<file path="src/common/route_loader_pkg.sv">
// package: constants shared by the crosspoint route loader ends
package route_loader_pkg;
    // =========================================
    // geometry
    localparam int OUTPUTS     = 9;
    localparam int INPUTS      = 16;
    localparam int FIELD_W     = 5;
    localparam int SEL_W       = 4;
    localparam int CHAIN_LEN   = OUTPUTS * FIELD_W;   // 45-bit first rank
    localparam int ENABLE_BIT  = 4;                   // field bit 4 enables the output
    // =========================================
    // reset values
    localparam logic [44:0] LATCH_RESET = 45'h0;
    localparam logic [5:0]  COUNT_RESET = 6'h0;
    // =========================================
    // host command encoding
    typedef enum logic [2:0] {
        CMD_IDLE      = 3'b000,
        CMD_SERIAL    = 3'b001,
        CMD_PARALLEL  = 3'b010,
        CMD_BROADCAST = 3'b011,
        CMD_UPDATE    = 3'b100
    } host_cmd_e;
endpackage : route_loader_pkg

</file>
<file path="src/common/route_loader_if.sv">
// interface: control pins between controller and crosspoint loader
`timescale 1ns/1ps
interface route_loader_if;
    logic       reset_n;             // active low, disables outputs
    logic       chip_select_n;
    logic       write_strobe_n;
    logic       update_strobe_n;
    logic       load_style_select;   // 0 serial/broadcast, 1 parallel
    logic       shift_data_in;
    logic [4:0] route_code_bits;
    logic [3:0] output_index_bits;
    logic       common_mode_pass_select;
    logic       chain_data_out;
    modport device (input reset_n, chip_select_n, write_strobe_n, update_strobe_n, load_style_select,
                    shift_data_in, route_code_bits, output_index_bits, common_mode_pass_select,
                    output chain_data_out);
    modport host (output reset_n, chip_select_n, write_strobe_n, update_strobe_n, load_style_select,
                  shift_data_in, route_code_bits, output_index_bits, common_mode_pass_select,
                  input chain_data_out);
endinterface : route_loader_if

</file>
<file path="src/core/crosspoint_route_loader.sv">
// module: device end, two-rank route latches and switch decode
//
// Function
// - reset low disables all nine switch outputs asynchronously; the common mode pass output is not disabled
// - reset leaves the shift register untouched
// - broadcast copies route code everywhere
// - loads touch first rank only
// - serial mode shifts data in each clock
// - chain output is bit from 45 serial shifts ago
// - parallel writes route code at output index
// - update copies first rank to second rank
// - chip select gates loads and update
// - reset clears second rank only
// - each output selects one input or none
// - controller shifts whole register in serial
`timescale 1ns/1ps
module crosspoint_route_loader (
    // clock and reset
    input  wire logic                clock_in,
    input  wire logic                srst_in,
    // control pins
    route_loader_if.device           pins,
    // switch array drive
    output logic [8:0]               output_enable_out,
    output logic [8:0][15:0]         input_connect_out,
    output logic                     common_mode_pass_out
);
    localparam int N = route_loader_pkg::CHAIN_LEN;
    localparam int W = route_loader_pkg::FIELD_W;

    // =========================================
    // operating notes
    // the block keeps two ranks of route data. the first rank is a
    // 45-bit shift register that the controller fills; the second rank
    // holds the image that actually drives the switch array.
    //
    // three ways fill the first rank, each picked by the strobe levels
    // seen at a clock edge while chip select is low:
    //   serial    - one bit a clock, oldest bit leaving on the chain pin
    //   parallel  - one 5-bit field, chosen by the output index
    //   broadcast - the same 5-bit code copied into all nine fields
    // none of them touches the second rank, so the outputs never show a
    // half-written image; the update strobe moves all nine fields at once.
    //
    // the reset pin works on two paths. the enable mask reacts at once,
    // with no clock, so outputs drop even if the clock has stopped. the
    // second rank is also cleared at the next edge, so the outputs stay
    // off once the pin is released until a fresh update arrives.
    // the first rank is left alone by both resets: a controller may load
    // it before the reset pin goes low and update straight after release; loads are ignored while the pin is low.
    //
    // limitations a user must know:
    //   - a parallel index of nine or more is dropped without a trace
    //   - serial loads cannot patch one field; the whole 45 bits go in
    //   - the chain pin moves only on serial shift edges, so it keeps
    //     the last bit pushed out while other loads run
    //   - the first rank powers up unknown; load it before any update
    //
    // hazards avoided:
    //   - reset on the pin is also sampled at the edge, so the clocked
    //     and the unclocked views of the outputs agree afterwards
    //   - the chain flop is cleared by the block reset only, so a cascade
    //     never passes an unknown bit down before its first frame
    //   - decode uses levels seen at one edge; strobes that change between
    //     edges have no effect of their own
    //   - chip select low is part of every load and update term, so a
    //     deselected device ignores traffic meant for its neighbours
    //
    // trade-off: the enable mask stays combinational so that the reset
    // pin needs no clock; the connect lines follow the mask, the common mode output passes its pin straight through, the rest come from flops.
    //
    // field layout, per output o:
    //   bit 5o+4      output enable
    //   bits 5o+3..5o input number, 0 to 15

    // =========================================
    // field helpers, shared by the load path and the switch decode
    // enable bit of output o within a whole image
    function automatic logic field_enable(input logic [N-1:0] img, input int o);
        return img[o*W + route_loader_pkg::ENABLE_BIT];
    endfunction : field_enable

    // input number of output o within a whole image
    function automatic logic [3:0] field_select(input logic [N-1:0] img, input int o);
        return img[o*W +: route_loader_pkg::SEL_W];
    endfunction : field_select

    // one-hot drive for a single input; all zero is never produced here
    function automatic logic [15:0] one_hot(input logic [3:0] sel);
        logic [15:0] hot;
        hot = 16'h0;
        hot[sel] = 1'b1;
        return hot;
    endfunction : one_hot

    // indices past the last output address nothing and are refused
    function automatic logic index_in_range(input logic [3:0] idx);
        return idx < 4'(route_loader_pkg::OUTPUTS);
    endfunction : index_in_range

    // image with one field replaced, the rest kept
    function automatic logic [N-1:0] place_field(input logic [N-1:0] img, input logic [3:0] idx,
                                                 input logic [W-1:0] code);
        logic [N-1:0] merged;
        merged = img;
        merged[idx*W +: W] = code;
        return merged;
    endfunction : place_field

    logic [N-1:0] shift_reg;
    logic [N-1:0] shift_next;
    logic [N-1:0] latch_reg;
    logic         chain_reg;

    // =========================================
    // pin decode
    logic sel_active;
    logic do_serial;
    logic do_broadcast;
    logic do_parallel;
    logic do_update;
    assign sel_active   = pins.reset_n && !pins.chip_select_n;
    assign do_serial    = sel_active && pins.write_strobe_n && pins.update_strobe_n && !pins.load_style_select;
    assign do_broadcast = sel_active && !pins.write_strobe_n && pins.update_strobe_n
                          && !pins.load_style_select;
    assign do_parallel  = sel_active && !pins.write_strobe_n && pins.update_strobe_n
                          && pins.load_style_select;
    assign do_update    = sel_active && pins.write_strobe_n && !pins.update_strobe_n;

    // the strobe combinations exclude each other, so the chain order sets no priority;
    // naming the operation keeps the first rank update a plain case
    route_loader_pkg::host_cmd_e op_now;
    always_comb begin
        if (do_serial) begin
            op_now = route_loader_pkg::CMD_SERIAL;
        end else if (do_broadcast) begin
            op_now = route_loader_pkg::CMD_BROADCAST;
        end else if (do_parallel) begin
            op_now = route_loader_pkg::CMD_PARALLEL;
        end else if (do_update) begin
            op_now = route_loader_pkg::CMD_UPDATE;
        end else begin
            op_now = route_loader_pkg::CMD_IDLE;
        end
    end

    // =========================================
    // first rank next value; index beyond field 8 is ignored
    always_comb begin
        shift_next = shift_reg;
        case (op_now)
            route_loader_pkg::CMD_SERIAL: begin
                shift_next = {shift_reg[N-2:0], pins.shift_data_in};
            end
            route_loader_pkg::CMD_BROADCAST: begin
                shift_next = {route_loader_pkg::OUTPUTS{pins.route_code_bits}};
            end
            route_loader_pkg::CMD_PARALLEL: begin
                if (index_in_range(pins.output_index_bits)) begin
                    shift_next = place_field(shift_reg, pins.output_index_bits, pins.route_code_bits);
                end
            end
            default: begin
                shift_next = shift_reg;
            end
        endcase
    end

    // first rank never sees reset, so contents survive it
    always_ff @(posedge clock_in) begin
        shift_reg <= shift_next;
    end

    // chain output: the bit falling off the end, 45 shifts after entry
    // block reset gives the chain a known level before the first frame
    always_ff @(posedge clock_in) begin
        if (srst_in) begin
            chain_reg <= 1'b0;
        end else if (do_serial) begin
            chain_reg <= shift_reg[N-1];
        end
    end
    assign pins.chain_data_out = chain_reg;

    // =========================================
    // second rank; reset clears it, sampled here as the disable request
    always_ff @(posedge clock_in) begin
        if (srst_in || !pins.reset_n) begin
            latch_reg <= route_loader_pkg::LATCH_RESET;
        end else if (do_update) begin
            latch_reg <= shift_reg;
        end
    end

    // =========================================
    // switch decode; reset pin masks enables immediately, not waiting a clock
    always_comb begin
        for (int o = 0; o < route_loader_pkg::OUTPUTS; o++) begin
            output_enable_out[o] = field_enable(latch_reg, o) && pins.reset_n;
            input_connect_out[o] = 16'h0;
            if (output_enable_out[o]) begin
                input_connect_out[o] = one_hot(field_select(latch_reg, o));
            end
        end
    end
    assign common_mode_pass_out = pins.common_mode_pass_select;
endmodule : crosspoint_route_loader

</file>
<file path="src/flat_wrapper.sv">
// flat-port wrapper written by rule: the top's interface ports become plain ports
module crosspoint_route_loader_flat 
  (clock_in, srst_in, output_enable_out, input_connect_out, common_mode_pass_out, pins_reset_n, pins_chip_select_n, pins_write_strobe_n, pins_update_strobe_n, pins_load_style_select, pins_shift_data_in, pins_route_code_bits, pins_output_index_bits, pins_common_mode_pass_select, pins_chain_data_out);
  route_loader_if pins_i ();
  input  wire logic clock_in;
  input  wire logic srst_in;
  output logic [8:0] output_enable_out;
  output logic [8:0][15:0] input_connect_out;
  output logic common_mode_pass_out;
  input wire logic [$bits(pins_i.reset_n)-1:0] pins_reset_n;
  input wire logic [$bits(pins_i.chip_select_n)-1:0] pins_chip_select_n;
  input wire logic [$bits(pins_i.write_strobe_n)-1:0] pins_write_strobe_n;
  input wire logic [$bits(pins_i.update_strobe_n)-1:0] pins_update_strobe_n;
  input wire logic [$bits(pins_i.load_style_select)-1:0] pins_load_style_select;
  input wire logic [$bits(pins_i.shift_data_in)-1:0] pins_shift_data_in;
  input wire logic [$bits(pins_i.route_code_bits)-1:0] pins_route_code_bits;
  input wire logic [$bits(pins_i.output_index_bits)-1:0] pins_output_index_bits;
  input wire logic [$bits(pins_i.common_mode_pass_select)-1:0] pins_common_mode_pass_select;
  output wire logic [$bits(pins_i.chain_data_out)-1:0] pins_chain_data_out;
  assign pins_i.reset_n = pins_reset_n;
  assign pins_i.chip_select_n = pins_chip_select_n;
  assign pins_i.write_strobe_n = pins_write_strobe_n;
  assign pins_i.update_strobe_n = pins_update_strobe_n;
  assign pins_i.load_style_select = pins_load_style_select;
  assign pins_i.shift_data_in = pins_shift_data_in;
  assign pins_i.route_code_bits = pins_route_code_bits;
  assign pins_i.output_index_bits = pins_output_index_bits;
  assign pins_i.common_mode_pass_select = pins_common_mode_pass_select;
  assign pins_chain_data_out = pins_i.chain_data_out;
  crosspoint_route_loader u_core (.clock_in(clock_in), .srst_in(srst_in), .pins(pins_i), .output_enable_out(output_enable_out), .input_connect_out(input_connect_out), .common_mode_pass_out(common_mode_pass_out));
endmodule
</file>
<file path="config.mk">
export PLATFORM = sky130hd
export DESIGN_NAME = crosspoint_route_loader_flat
export DESIGN_NICKNAME = d
export VERILOG_FILES = /design/src/common/route_loader_pkg.sv /design/src/common/route_loader_if.sv /design/src/core/crosspoint_route_loader.sv /design/src/flat_wrapper.sv
export SDC_FILE = /design/constraint.sdc
export NUM_CORES = 1
export LEC_CHECK = 0
export BUFFER_PORTS_ARGS = -buffer_cell sky130_fd_sc_hd__buf_2
export CORE_ASPECT_RATIO = 0.7
export CORE_MARGIN = 4
export CORE_UTILIZATION = 35
export DETAILED_ROUTE_END_ITERATION = 12
export HOLD_SLACK_MARGIN = 0.03
export SLEW_MARGIN = 20
export SYNTH_ARGS = -nofsm -noshare
export SYNTH_HDL_FRONTEND = slang
export SYNTH_SLANG_ARGS = --single-unit
export TNS_END_PERCENT = 10
</file>
<file path="constraint.sdc">
create_clock -name clock_in -period 5.65 [get_ports clock_in]
set_clock_uncertainty 0.2 [all_clocks]
set_input_delay 0.8475 -clock clock_in [delete_from_list [all_inputs] [get_ports clock_in]]
set_output_delay 0.8475 -clock clock_in [all_outputs]
set_load 0.005 [all_outputs]
</file>
-- After elaboration in Yosys (flattened, before gate mapping)
Cells that the tools add are included.
- word-level logic and storage cells: 99
- bits in registers: 91
- output and inout port bits: 155
- bits of input ports: 18
- eq/ne operators: 4
- multiply operators: 1
- add/sub/neg operators: 1
- mux-type cells: 34
- shifts and indexed selects: 2
- magnitude comparators: 19
- reductions and logical operators: 35
- operators by type and width (cell ; count):
    $mux 16 ; 9
    $pmux 45 s3 ; 1
    $bwmux 45 ; 1
    $lt 4x5->1 const B ; 9
    $mux 45 ; 1
    $shift 5x34->45 const A ; 1
    $shiftx 5x34->45 ; 1
    $demux 1 s4 ; 9
    $ge 4x1->1 const B ; 9
    $neg 7->34 ; 1
    $logic_and 1x1->1 ; 27
    $mux 3 ; 4
    $mux 1 ; 9
    $mul 4x3->7 const B ; 1
    $eq 3x2->1 const B ; 2
    $logic_not 1->1 ; 5
    $lt 4x4->1 const B ; 1
    $eq 3x1->1 const B ; 1
    $reduce_bool 3->1 ; 1
    $ne 2x1->1 const B ; 1
    $reduce_and 2->1 ; 1
    $logic_or 1x1->1 ; 1

-- Logic depth before layout (Yosys ltp)
Gate-level depths: netlist (run 1).
- depth in word-level cells: 11
- gate-level depth with buffers: 8
- gate-level depth less buffers: 6

-- Worst setup path before layout (run 1)
OpenSTA, ideal clock, no wires.
- path kind: input to register
- start point: input pins_output_index_bits[1]
- end point: register u_core.shift_reg[0] (enable)
- stages: 6
- setup time: 462 ps
- arrival: 3777 ps
- setup slack: 1210 ps
- data required time: 4988 ps
- buffers on the path: 1
- path through: buf_6 > inv_1 > ha_1 > nand2b_1 > a21o_1 > a21oi_1
- word-level cells in the longest chain between the ends: 3
- RTL lines (element ; RTL line ; source):
    start, declared ; flat_wrapper.sv:17 ; input wire logic [$bits(pins_i.output_index_bits)-1:0] pins_output_index_bits;
    $lt 4x4->1 ; crosspoint_route_loader.sv:98 ; return idx < 4'(route_loader_pkg::OUTPUTS);
    $ne 2x1->1 (no line) ; n/a ;
    $reduce_and 2->1 (no line) ; n/a ;
    end signal, assigned ; crosspoint_route_loader.sv:171 ; shift_reg <= shift_next;
    end, declared ; crosspoint_route_loader.sv:110 ; logic [N-1:0] shift_reg;
Every way passes these cells.
A chain may end at the register's enable or synchronous reset.

==> results of run 1 <==
-- metal layers --
layer | global-route usage | share of wire | up-vias
met2 | 0.243 | 0.40 | 193
met3 | 0.0512 | 0.094 | 13
met4 | 0.0276 | 0.0052 | 0
li1 | - | - | 2794
met5 | 0 | 0 | -
met1 | 0.283 | 0.50 | 2561
-- cell type report --
type | count | area (sq um) | share of cell area
clock buffers | 11 | 243 | 0.0344
inverters | 6 | 22.5 | 0.00319
clock inverters | 5 | 38.8 | 0.00549
flip-flops and latches | 91 | 2270 | 0.322
multi-input cells | 576 | 3310 | 0.468
repair buffers | 176 | 896 | 0.127
well taps | 225 | 282 | 0.0399
-- cell usage in the layout, fill, tap and decap left out, drive strengths merged --
cell	netlist	final
a21o	3	3
a21oi	84	84
a31oi	1	1
a32oi	3	3
a41oi	2	2
and2	6	6
and3b	3	3
and4b	3	3
and4bb	2	2
buf	19	176
clkbuf	29	11
clkinv	0	1
clkinvlp	0	4
dfxtp	46	46
edfxtp	45	45
ha	4	4
inv	6	6
mux2i	39	39
nand2	122	122
nand2b	22	22
nand3	16	16
nand3b	12	12
nand4	7	7
nand4bb	2	2
nor2	119	119
nor2b	5	5
nor3	36	36
nor3b	24	24
nor4bb	1	1
o211ai	5	5
o21ai	40	40
o31a	1	1
o31ai	1	1
o41ai	1	1
or2	1	1
or3	5	5
or3b	5	5
xnor2	1	1
-- through the flow --
step           cell area [sq um]  total power, W  hold slack (ns)
6_report                    7060         0.00141            0.250
5_1_grt                     7060         0.00146            0.267
4_1_cts                     7040         0.00142            0.254
3_5_place_dp                6760        0.000852            0.244
3_3_place_gp                6760        0.000852            0.242
2_1_floorplan               5790        0.000813            0.232
-- synthesized netlist by cell type (all sizes together) (2+ instances only) --
library cell / number
nand2: 122
nor2: 119
a21oi: 84
dfxtp: 46
edfxtp: 45
o21ai: 40
mux2i: 39
nor3: 36
clkbuf: 29
nor3b: 24
nand2b: 22
buf: 19
nand3: 16
nand3b: 12
nand4: 7
and2: 6
inv: 6
nor2b: 5
o211ai: 5
or3: 5
or3b: 5
ha: 4
a21o: 3
a32oi: 3
and3b: 3
and4b: 3
a41oi: 2
and4bb: 2
dlygate4sd1: 2
nand4bb: 2
-- kinds of logic after synthesis --
logic type                 count (synthesis)
AOI/OAI and AO/OA                        141
xor gates and xnor gates                   1
adders and majority gates                  4
buffers and inverters                     56
DFF                                       91
muxes                                     39
and+or+nand+nor                          391
-- worst paths after layout --
kind                                           start  depth (start not counted)  slack [ns]                    end
worst min register to register  u_core.latch_reg[29]                          2        0.25   u_core.latch_reg[29]
worst max-delay path                    pins_reset_n                          5        2.27  input_connect_out[48]
worst max register to register   u_core.shift_reg[5]                          2        4.47    u_core.shift_reg[5]
worst min-delay path            u_core.latch_reg[29]                          2        0.25   u_core.latch_reg[29]
-- power by group through the flow --
stage	Combinational (W)	Sequential [W]	Clock, W
2_1_floorplan	0.0000907	0.000723	0
3_3_place_gp	0.000126	0.000726	0
3_5_place_dp	0.000126	0.000726	0
4_1_cts	0.000127	0.000711	0.000583
5_1_grt	0.000141	0.000713	0.000611
6_report	0.000129	0.000712	0.000571
-- critical path, delay by kind of cell --
kind          cells  cell delay (ns)
simple gates      3             0.97
buf+inv           2             0.50
==> results.json, run 1 <==
{
  "layout_setup_ws_ns": 2.27,
  "grt_max_degree": 56,
  "cap_violations": 0,
  "p_seq_frac": 0.504,
  "fin_nets": 882,
  "max_slew_margin": 0.374,
  "peakVddDrop_mv": 0.150,
  "grt_pass1_wl_mm": 27.0,
  "ys_seq_elements": 91,
  "finalCriticalPeriod_ns": 3.38,
  "drt_iter0_markers": 464,
  "synth_compound_area_frac": 0.154,
  "cts_root_buf": "clkbuf_16",
  "fill_cells": 1669,
  "wl_per_cell_um": 15.6,
  "dpl.cell_count": 1073,
  "dr.pass1.iters": 5,
  "ys.flop_type": "dfxtp_1",
  "p_per_area_nw_per_um2": 200,
  "end_kind": "output pin",
  "dp_slack_ns": 1.97,
  "insertion_delay_ns": 0.35,
  "cts_tree": "done",
  "core_sq_um": 16200,
  "final_core_util": 0.435,
  "drive_gt1_frac": 0.255,
  "syn_avg_cell_area_sq_um": 8.00,
  "cts.path.max_buffers": 2,
  "cts_hold_buf": 0,
  "synthesis.area_sq_um": 5790,
  "die_y_um": 116,
  "postCtsSetupBuffers": 0,
  "yosysTopAreaCell": "edfxtp_1",
  "antenna_found_initial": 0,
  "path_cells": "buf_2, and2_1, or3b_2, nor3_1, buf_2",
  "synth_edf_count": 45,
  "power_leakage_nw": 2.95,
  "start_kind": "primary input",
  "worstPathArrival_ns": 2.33,
  "place.gp.congestion": 0.874,
  "p_int_w": 0.00106,
  "grt_usage": 0.179,
  "h-tree-depth": 3,
  "yosys_warnings": 0,
  "cp_slowest_cell": "or3b_2",
  "outcome": "completed",
  "synth_top_cell_area_share": 0.234,
  "synthCells": 723,
  "min_path_type": "reg -> reg",
  "synthTopCellsByArea": "edfxtp_1 23%, dfxtp_1 16%, nand2_1 7.9%, nor2_1 7.7%, a21oi_1 7.3%",
  "fin_tns_setup_ns": 0,
  "pin_count": 173,
  "grt_remaining_overflow": 0,
  "avgViaCountPerCell": 5.10,
  "cp_max_fo": 15,
  "critPathKind": "in -> out",
  "cp.required_ns": 4.60,
  "power_frac_clock": 0.404,
  "muxShareOfSynthArea": 0.0675,
  "cts_resized": 0,
  "hold_violations": 0,
  "grt_pass1_vias": 5005,
  "synthArstFlopShare": 0,
  "synth_nets": 745,
  "syn2layout_area_growth_pct": 22.0,
  "numPortBuffers": 170,
  "cpMostUsedCell": "buf_2",
  "power_frac_comb": 0.091,
  "synth_top_family_by_area": "simple AND/OR/NAND/NOR gates",
  "clkTransAtPathRegs_ns": 0.06,
  "hpwl_mm": 12.5,
  "drc": 0,
  "worst_slew_pin_slew_ns": 0.937,
  "row_count": 39,
  "drtAntennaViolNets": 0,
  "synth_seq_area_share": 0.393,
  "wirelength_mm": 17.0,
  "max_freq_ghz": 0.296,
  "setup_viol": 0,
  "fin_cells": 1090,
  "switching_share": 0.251,
  "vias": 5561,
  "numCtsBuffers": 9,
  "slowest_delay_ns": 0.52,
  "die_area_sq_um": 18700,
  "period_share": 0.598,
  "synth_fa_ha_area_frac": 0.00865,
  "drv_slew": 0,
  "grt_setup_unrepaired": "false",
  "yosysUniqueCellTypes": 46,
  "switchingPower_w": 0.000355,
  "die_w_um": 162,
  "synth_xor_area_frac": 0.00151,
  "initial_utilization": 0.356,
  "cts.sinks": 91,
  "num_antenna_cells": 0,
  "synth-simple-area-share": 0.331
}
No activity file was read; power rests on OpenSTA's default activity.
==> inputs of run 2 (changes only) <==
--- a/config.mk
+++ b/config.mk
@@ -5,6 +5,7 @@
 export SDC_FILE = /design/constraint.sdc
 export NUM_CORES = 1
 export LEC_CHECK = 0
+export ABC_AREA = 1
 export BUFFER_PORTS_ARGS = -buffer_cell sky130_fd_sc_hd__buf_2
 export CORE_ASPECT_RATIO = 0.7
 export CORE_MARGIN = 4
==> constraint.sdc (replaced) <==
create_clock -name clock_in -period 2.9 [get_ports clock_in]
set_clock_uncertainty 0.2 [all_clocks]
set_input_delay 0.435 -clock clock_in [delete_from_list [all_inputs] [get_ports clock_in]]
set_output_delay 0.435 -clock clock_in [all_outputs]
set_load 0.005 [all_outputs]
==> run 2 against run 1 <==
Power is 110% higher. Non-clock buffer count grew 4. Critical path type is now in -> reg. First-iteration DRC count fell by 1.9%. Sequential power increased by 97%. Critical endpoint is now u_core.shift_reg[26]. Synthesized cell count up 20%.
==> results.json, run 2 <==
{
  "outcome": "completed",
  "setup_viol": 0,
  "avgViaCountPerCell": 4.94,
  "wl_per_cell_um": 13.6,
  "cts_resized": 0,
  "end_kind": "flop",
  "postCtsSetupBuffers": 0,
  "drive_gt1_frac": 0.205,
  "synth_top_family_by_area": "simple AND/OR/NAND/NOR gates",
  "ys_seq_elements": 91,
  "drv_slew": 0,
  "syn_avg_cell_area_sq_um": 6.76,
  "drc": 0,
  "regArea_sq_um": 2270,
  "numCtsBuffers": 9,
  "pin_count": 173,
  "grt_usage": 0.178,
  "muxShareOfSynthArea": 0,
  "antenna_found_initial": 0,
  "slowest_delay_ns": 0.29,
  "vias": 6222,
  "critPathKind": "in -> reg",
  "path_cells": "buf_2, inv_1, ha_1, inv_1, nand2_1, nand2_1, nand2_1, nor2_1, nand2_1, nand3_1, nand2_1",
  "insertion_delay_ns": 0.35,
  "grt_pass1_vias": 5634,
  "worst_slew_pin_slew_ns": 0.978,
  "synth_edf_count": 45,
  "start_kind": "primary input",
  "hpwl_mm": 12.6,
  "cts.sinks": 91,
  "grt_max_degree": 77,
  "period_share": 0.800,
  "synthTopCellsByArea": "edfxtp_1 23%, dfxtp_1 16%, nand2_1 13%, nor2_1 12%, inv_1 7.0%",
  "yosysTopAreaCell": "edfxtp_1",
  "peakVddDrop_mv": 0.275,
  "cpMostUsedCell": "nand2_1",
  "ys_top_cells_by_count": "197 x nand2_1, 182 x nor2_1, 110 x inv_1",
  "cp_max_fo": 15,
  "yosys_warnings": 0,
  "core_sq_um": 16400,
  "hold_violations": 0,
  "drt_iter0_markers": 455,
  "cts_tree": "done",
  "wirelength_mm": 17.1,
  "max_freq_ghz": 0.431,
  "worstPathArrival_ns": 2.22,
  "die_y_um": 116,
  "synth-simple-area-share": 0.382,
  "fin_nets": 1051,
  "fin_tns_setup_ns": 0,
  "synth_top_cell_area_share": 0.230,
  "numPortBuffers": 170,
  "drtAntennaViolNets": 0,
  "layout_common_cells": "196 x nand2_1, 182 x nor2_1, 170 x buf_2",
  "grt_remaining_overflow": 0,
  "die_w_um": 163,
  "synthArstFlopShare": 0,
  "initial_utilization": 0.358,
  "grt_pass1_wl_mm": 27.8,
  "synth_nets": 891,
  "num_antenna_cells": 0,
  "grt_setup_unrepaired": "false",
  "h-tree-depth": 3,
  "cts.path.max_buffers": 2,
  "synth_most_common_cell": "nand2_1",
  "clkTransAtPathRegs_ns": 0.06,
  "multiInputGateArea_sq_um": 3030,
  "min_path_type": "in -> reg",
  "synth_compound_area_frac": 0.123,
  "fin_cells": 1259,
  "mostFrequentLayoutCell": "nand2_1",
  "cts_root_buf": "clkbuf_16",
  "place.gp.congestion": 0.896,
  "synthCells": 869,
  "row_count": 39,
  "max_slew_margin": 0.348,
  "synth_seq_area_share": 0.387,
  "dpl.cell_count": 1243,
  "power_leakage_nw": 3.49,
  "synth_xor_area_frac": 0,
  "cap_violations": 0,
  "finalCriticalPeriod_ns": 2.32,
  "fill_cells": 1715,
  "yosysUniqueCellTypes": 27,
  "dr.pass1.iters": 5,
  "die_area_sq_um": 18900,
  "syn2layout_area_growth_pct": 23.9,
  "p_per_area_nw_per_um2": 407,
  "synthesis.area_sq_um": 5870,
  "cp_slowest_cell": "nor2_1",
  "ys.flop_type": "dfxtp_1",
  "cts_hold_buf": 0,
  "cp.required_ns": 2.80,
  "synth_fa_ha_area_frac": 0.00853
}
[run 2: final cells by class]
cell class,instances,share of cell area
clock buffer,12,0.0353
clock inverter,4,0.00997
inverter,112,0.0580
multi-input combinational,635,0.417
sequential,91,0.312
tap,225,0.0387
timing repair buffer,180,0.129
[run 2: final timing paths]
kind | startpoint | to | slack [ns] | cells past startpoint
hold / removal | srst_in | u_core.pins.chain_data_out | 0.14 | 3
hold reg to reg | u_core.latch_reg[4] | u_core.latch_reg[4] | 0.27 | 2
setup reg to reg | u_core.shift_reg[25] | u_core.shift_reg[25] | 1.68 | 3
setup / recovery | pins_output_index_bits[0] | u_core.shift_reg[26] | 0.58 | 11
[run 2: worst max-delay path: cells and delay by family]
kind	cells	cell delay, ns
adders and majority gates	1	0.26
buffers and inverters	3	0.43
and+or+nand+nor	7	1.09
[run 2: cell families after synthesis]
kind of cell,Yosys count
AO/OA/AOI/OAI,113
adder cells (fa/ha/maj),4
AND/OR/NAND/NOR,518
buffers and inverters,143
flip-flops,91
[run 2: report_power, final]
part | switching, W | internal [W]
registers | 0.0000189 | 0.00138
clock network | 0.000498 | 0.000801
logic | 0.000190 | 0.0000736
[run 2: per-layer routing]
metal  routed length (um)  global-route usage
met2                 7290               0.272
met3                 1040              0.0321
met1                 8680               0.268
met4                  125              0.0296
met5                    0                   0
[run 2: through the flow]
| stage | hold WS [ns] | cell area (sq um) | power, W | utilization | setup WS, ns |
|---|---|---|---|---|---|
| floorplan | 0.245 | 5890 | 0.00161 | - | 0.352 |
| global placement | 0.254 | 6950 | 0.00168 | 0.424 | 0.332 |
| detailed placement | 0.255 | 6950 | 0.00168 | 0.424 | 0.259 |
| CTS | 0.133 | 7280 | 0.00299 | 0.444 | 0.613 |
| global route | 0.136 | 7280 | 0.00307 | 0.444 | 0.268 |
| finish | 0.140 | 7280 | 0.00296 | 0.444 | 0.580 |
==> inputs of run 3 (changes only) <==
--- a/config.mk
+++ b/config.mk
@@ -5,7 +5,7 @@
 export SDC_FILE = /design/constraint.sdc
 export NUM_CORES = 1
 export LEC_CHECK = 0
-export ABC_AREA = 1
+export ABC_AREA = 0
 export BUFFER_PORTS_ARGS = -buffer_cell sky130_fd_sc_hd__buf_2
 export CORE_ASPECT_RATIO = 0.7
 export CORE_MARGIN = 4
==> constraint.sdc (replaced) <==
create_clock -name clock_in -period 2.1 [get_ports clock_in]
set_clock_uncertainty 0.2 [all_clocks]
set_input_delay 0.315 -clock clock_in [delete_from_list [all_inputs] [get_ports clock_in]]
set_output_delay 0.315 -clock clock_in [all_outputs]
set_load 0.005 [all_outputs]
==> run 3 against run 2 <==
Routed wire length is 0.25% lower. Largest cell class unchanged. Sequential cell count stayed put. Clock-buffer cell count is 1 lower. Critical endpoint is now input_connect_out[16].
==> results.json, run 3 (synthesis gave the netlist of run 1 again) <==
{
  "outcome": "completed",
  "drt_iter0_markers": 388,
  "place.gp.congestion": 0.866,
  "p_seq_frac": 0.483,
  "layout_common_cells": "169 x buf_2, 122 x nand2_1, 119 x nor2_1",
  "wirelength_mm": 17.1,
  "numCtsBuffers": 9,
  "antenna_found_initial": 0,
  "peakVddDrop_mv": 0.363,
  "worstPathArrival_ns": 1.50,
  "drv_slew": 0,
  "cts.sinks": 91,
  "worst_r2r_startpoint": "u_core.shift_reg[25]",
  "pin_count": 173,
  "fin_nets": 937,
  "syn2layout_area_growth_pct": 31.8,
  "end_kind": "output pin",
  "critPathTopFamily": "simple AND/OR/NAND/NOR gates",
  "cp_slowest_cell": "or3b_4",
  "path_cells": "and2_1, or3b_4, nor3_1, buf_2",
  "min_path_type": "in -> reg",
  "num_antenna_cells": 0,
  "reg2reg_slack_ns": 0.93,
  "drive_gt1_frac": 0.304,
  "die_w_um": 162,
  "numPortBuffers": 170,
  "h-tree-depth": 3,
  "vias": 5767,
  "critPathBufInv": 1,
  "insertion_delay_ns": 0.35,
  "cap_violations": 0,
  "power_frac_comb": 0.107,
  "grt_pass1_wl_mm": 27.0,
  "hold_violations": 0,
  "grt_usage": 0.177,
  "power_frac_clock": 0.410,
  "p_per_area_nw_per_um2": 520,
  "finalCriticalPeriod_ns": 2.01,
  "initial_utilization": 0.356,
  "die_area_sq_um": 18700,
  "slowest_delay_ns": 0.41,
  "dpl.cell_count": 1128,
  "max_slew_margin": 0.568,
  "grt_pass1_vias": 5180,
  "hpwl_mm": 12.7,
  "p_int_w": 0.00296,
  "cp.required_ns": 1.58,
  "drc": 0,
  "fin_tns_setup_ns": 0,
  "period_share": 0.958,
  "ff2ff_path_depth": 2,
  "fill_cells": 1626,
  "avgViaCountPerCell": 5.04,
  "die_y_um": 116,
  "grt_setup_unrepaired": "false",
  "hold_depth": 3,
  "grt_max_degree": 46,
  "min_to": "u_core.shift_reg[0]",
  "cts.path.max_buffers": 2,
  "cts_tree": "done",
  "dr.pass1.iters": 5,
  "hold_start": "pins_shift_data_in",
  "r2r_end": "u_core.shift_reg[25]",
  "power_leakage_nw": 3.32,
  "setup_viol": 0,
  "wl_per_cell_um": 14.9,
  "switchingPower_w": 0.00100,
  "drtAntennaViolNets": 0,
  "row_count": 39,
  "multiInputGateArea_sq_um": 3350,
  "max_freq_ghz": 0.497,
  "fin_cells": 1145,
  "regArea_sq_um": 2270,
  "worst_slew_pin_slew_ns": 0.645,
  "grt_remaining_overflow": 0,
  "clkTransAtPathRegs_ns": 0.07,
  "mostFrequentLayoutCell": "buf_2",
  "critPathKind": "reg -> out",
  "cp_max_fo": 4,
  "cts_root_buf": "clkbuf_16",
  "switching_share": 0.253,
  "start_kind": "flop",
  "core_sq_um": 16200
}
==> run 3: stage by stage <==
stage / total power [W] / hold slack [ns] / worst slack, ns / utilization / area [sq um]
4_1_cts: 0.00400 / 0.0482 / 0.0622 / 0.468 / 7610
3_3_place_gp: 0.00237 / 0.239 / -0.0660 / 0.448 / 7290
2_1_floorplan: 0.00220 / 0.187 / -0.175 / - / 5830
3_5_place_dp: 0.00237 / 0.242 / -0.134 / 0.448 / 7290
6_report: 0.00396 / 0.0575 / 0.0886 / 0.469 / 7620
5_1_grt: 0.00411 / 0.0695 / 0.00162 / 0.469 / 7620
==> run 3: power groups by stage <==
stage	clock network (W)	logic (W)	registers, W
6_report	0.00162	0.000424	0.00191
2_1_floorplan	0	0.000254	0.00194
4_1_cts	0.00166	0.000423	0.00191
5_1_grt	0.00173	0.000462	0.00192
3_3_place_gp	0	0.000418	0.00195
3_5_place_dp	0	0.000420	0.00195
==> run 3: area by class of cell <==
type | count | area share
Clock buffer | 11 | 0.0333
Tap cell | 225 | 0.0369
Multi-Input combinational cell | 576 | 0.439
Inverter | 6 | 0.00328
Clock inverter | 5 | 0.00591
Timing Repair Buffer | 231 | 0.184
Sequential cell | 91 | 0.298
==> run 3: repair_timing <==
item / 4_1_cts / 5_1_grt
buffers inserted: 0 / 0
setup endpoints to repair: 6 / 3
hold endpoints to repair: 1 / 0
hold buffers: 1 / 0
gates resized for setup: 6 / 3
==> run 3: per-layer routing <==
layer | wire (um) | track usage | vias to the layer above
li1 | - | - | 2906
met1 | 8760 | 0.273 | 2678
met2 | 7170 | 0.262 | 168
met3 | 1020 | 0.0302 | 15
met4 | 146 | 0.0332 | 0
met5 | 0 | 0 | -
==> run 3: worst max-delay path by stage <==
stage                     slack, ns  depth (start not counted)               endpoint                      start
after floorplan               -0.17                          6    u_core.shift_reg[0]  pins_output_index_bits[1]
after global placement        -0.07                          6   u_core.shift_reg[33]  pins_output_index_bits[0]
after detailed placement      -0.13                          8   u_core.shift_reg[44]  pins_output_index_bits[0]
after CTS                      0.06                          4  input_connect_out[16]        u_core.latch_reg[9]
after global routing          0.002                          4  input_connect_out[16]        u_core.latch_reg[9]
final                          0.09                          4  input_connect_out[16]        u_core.latch_reg[9]
==> run 3: tightest hold or removal path, cell delays in order <==
cell and delay, ns:
buf_2 0.08, nand2_1 0.04, o21ai_0 0.06
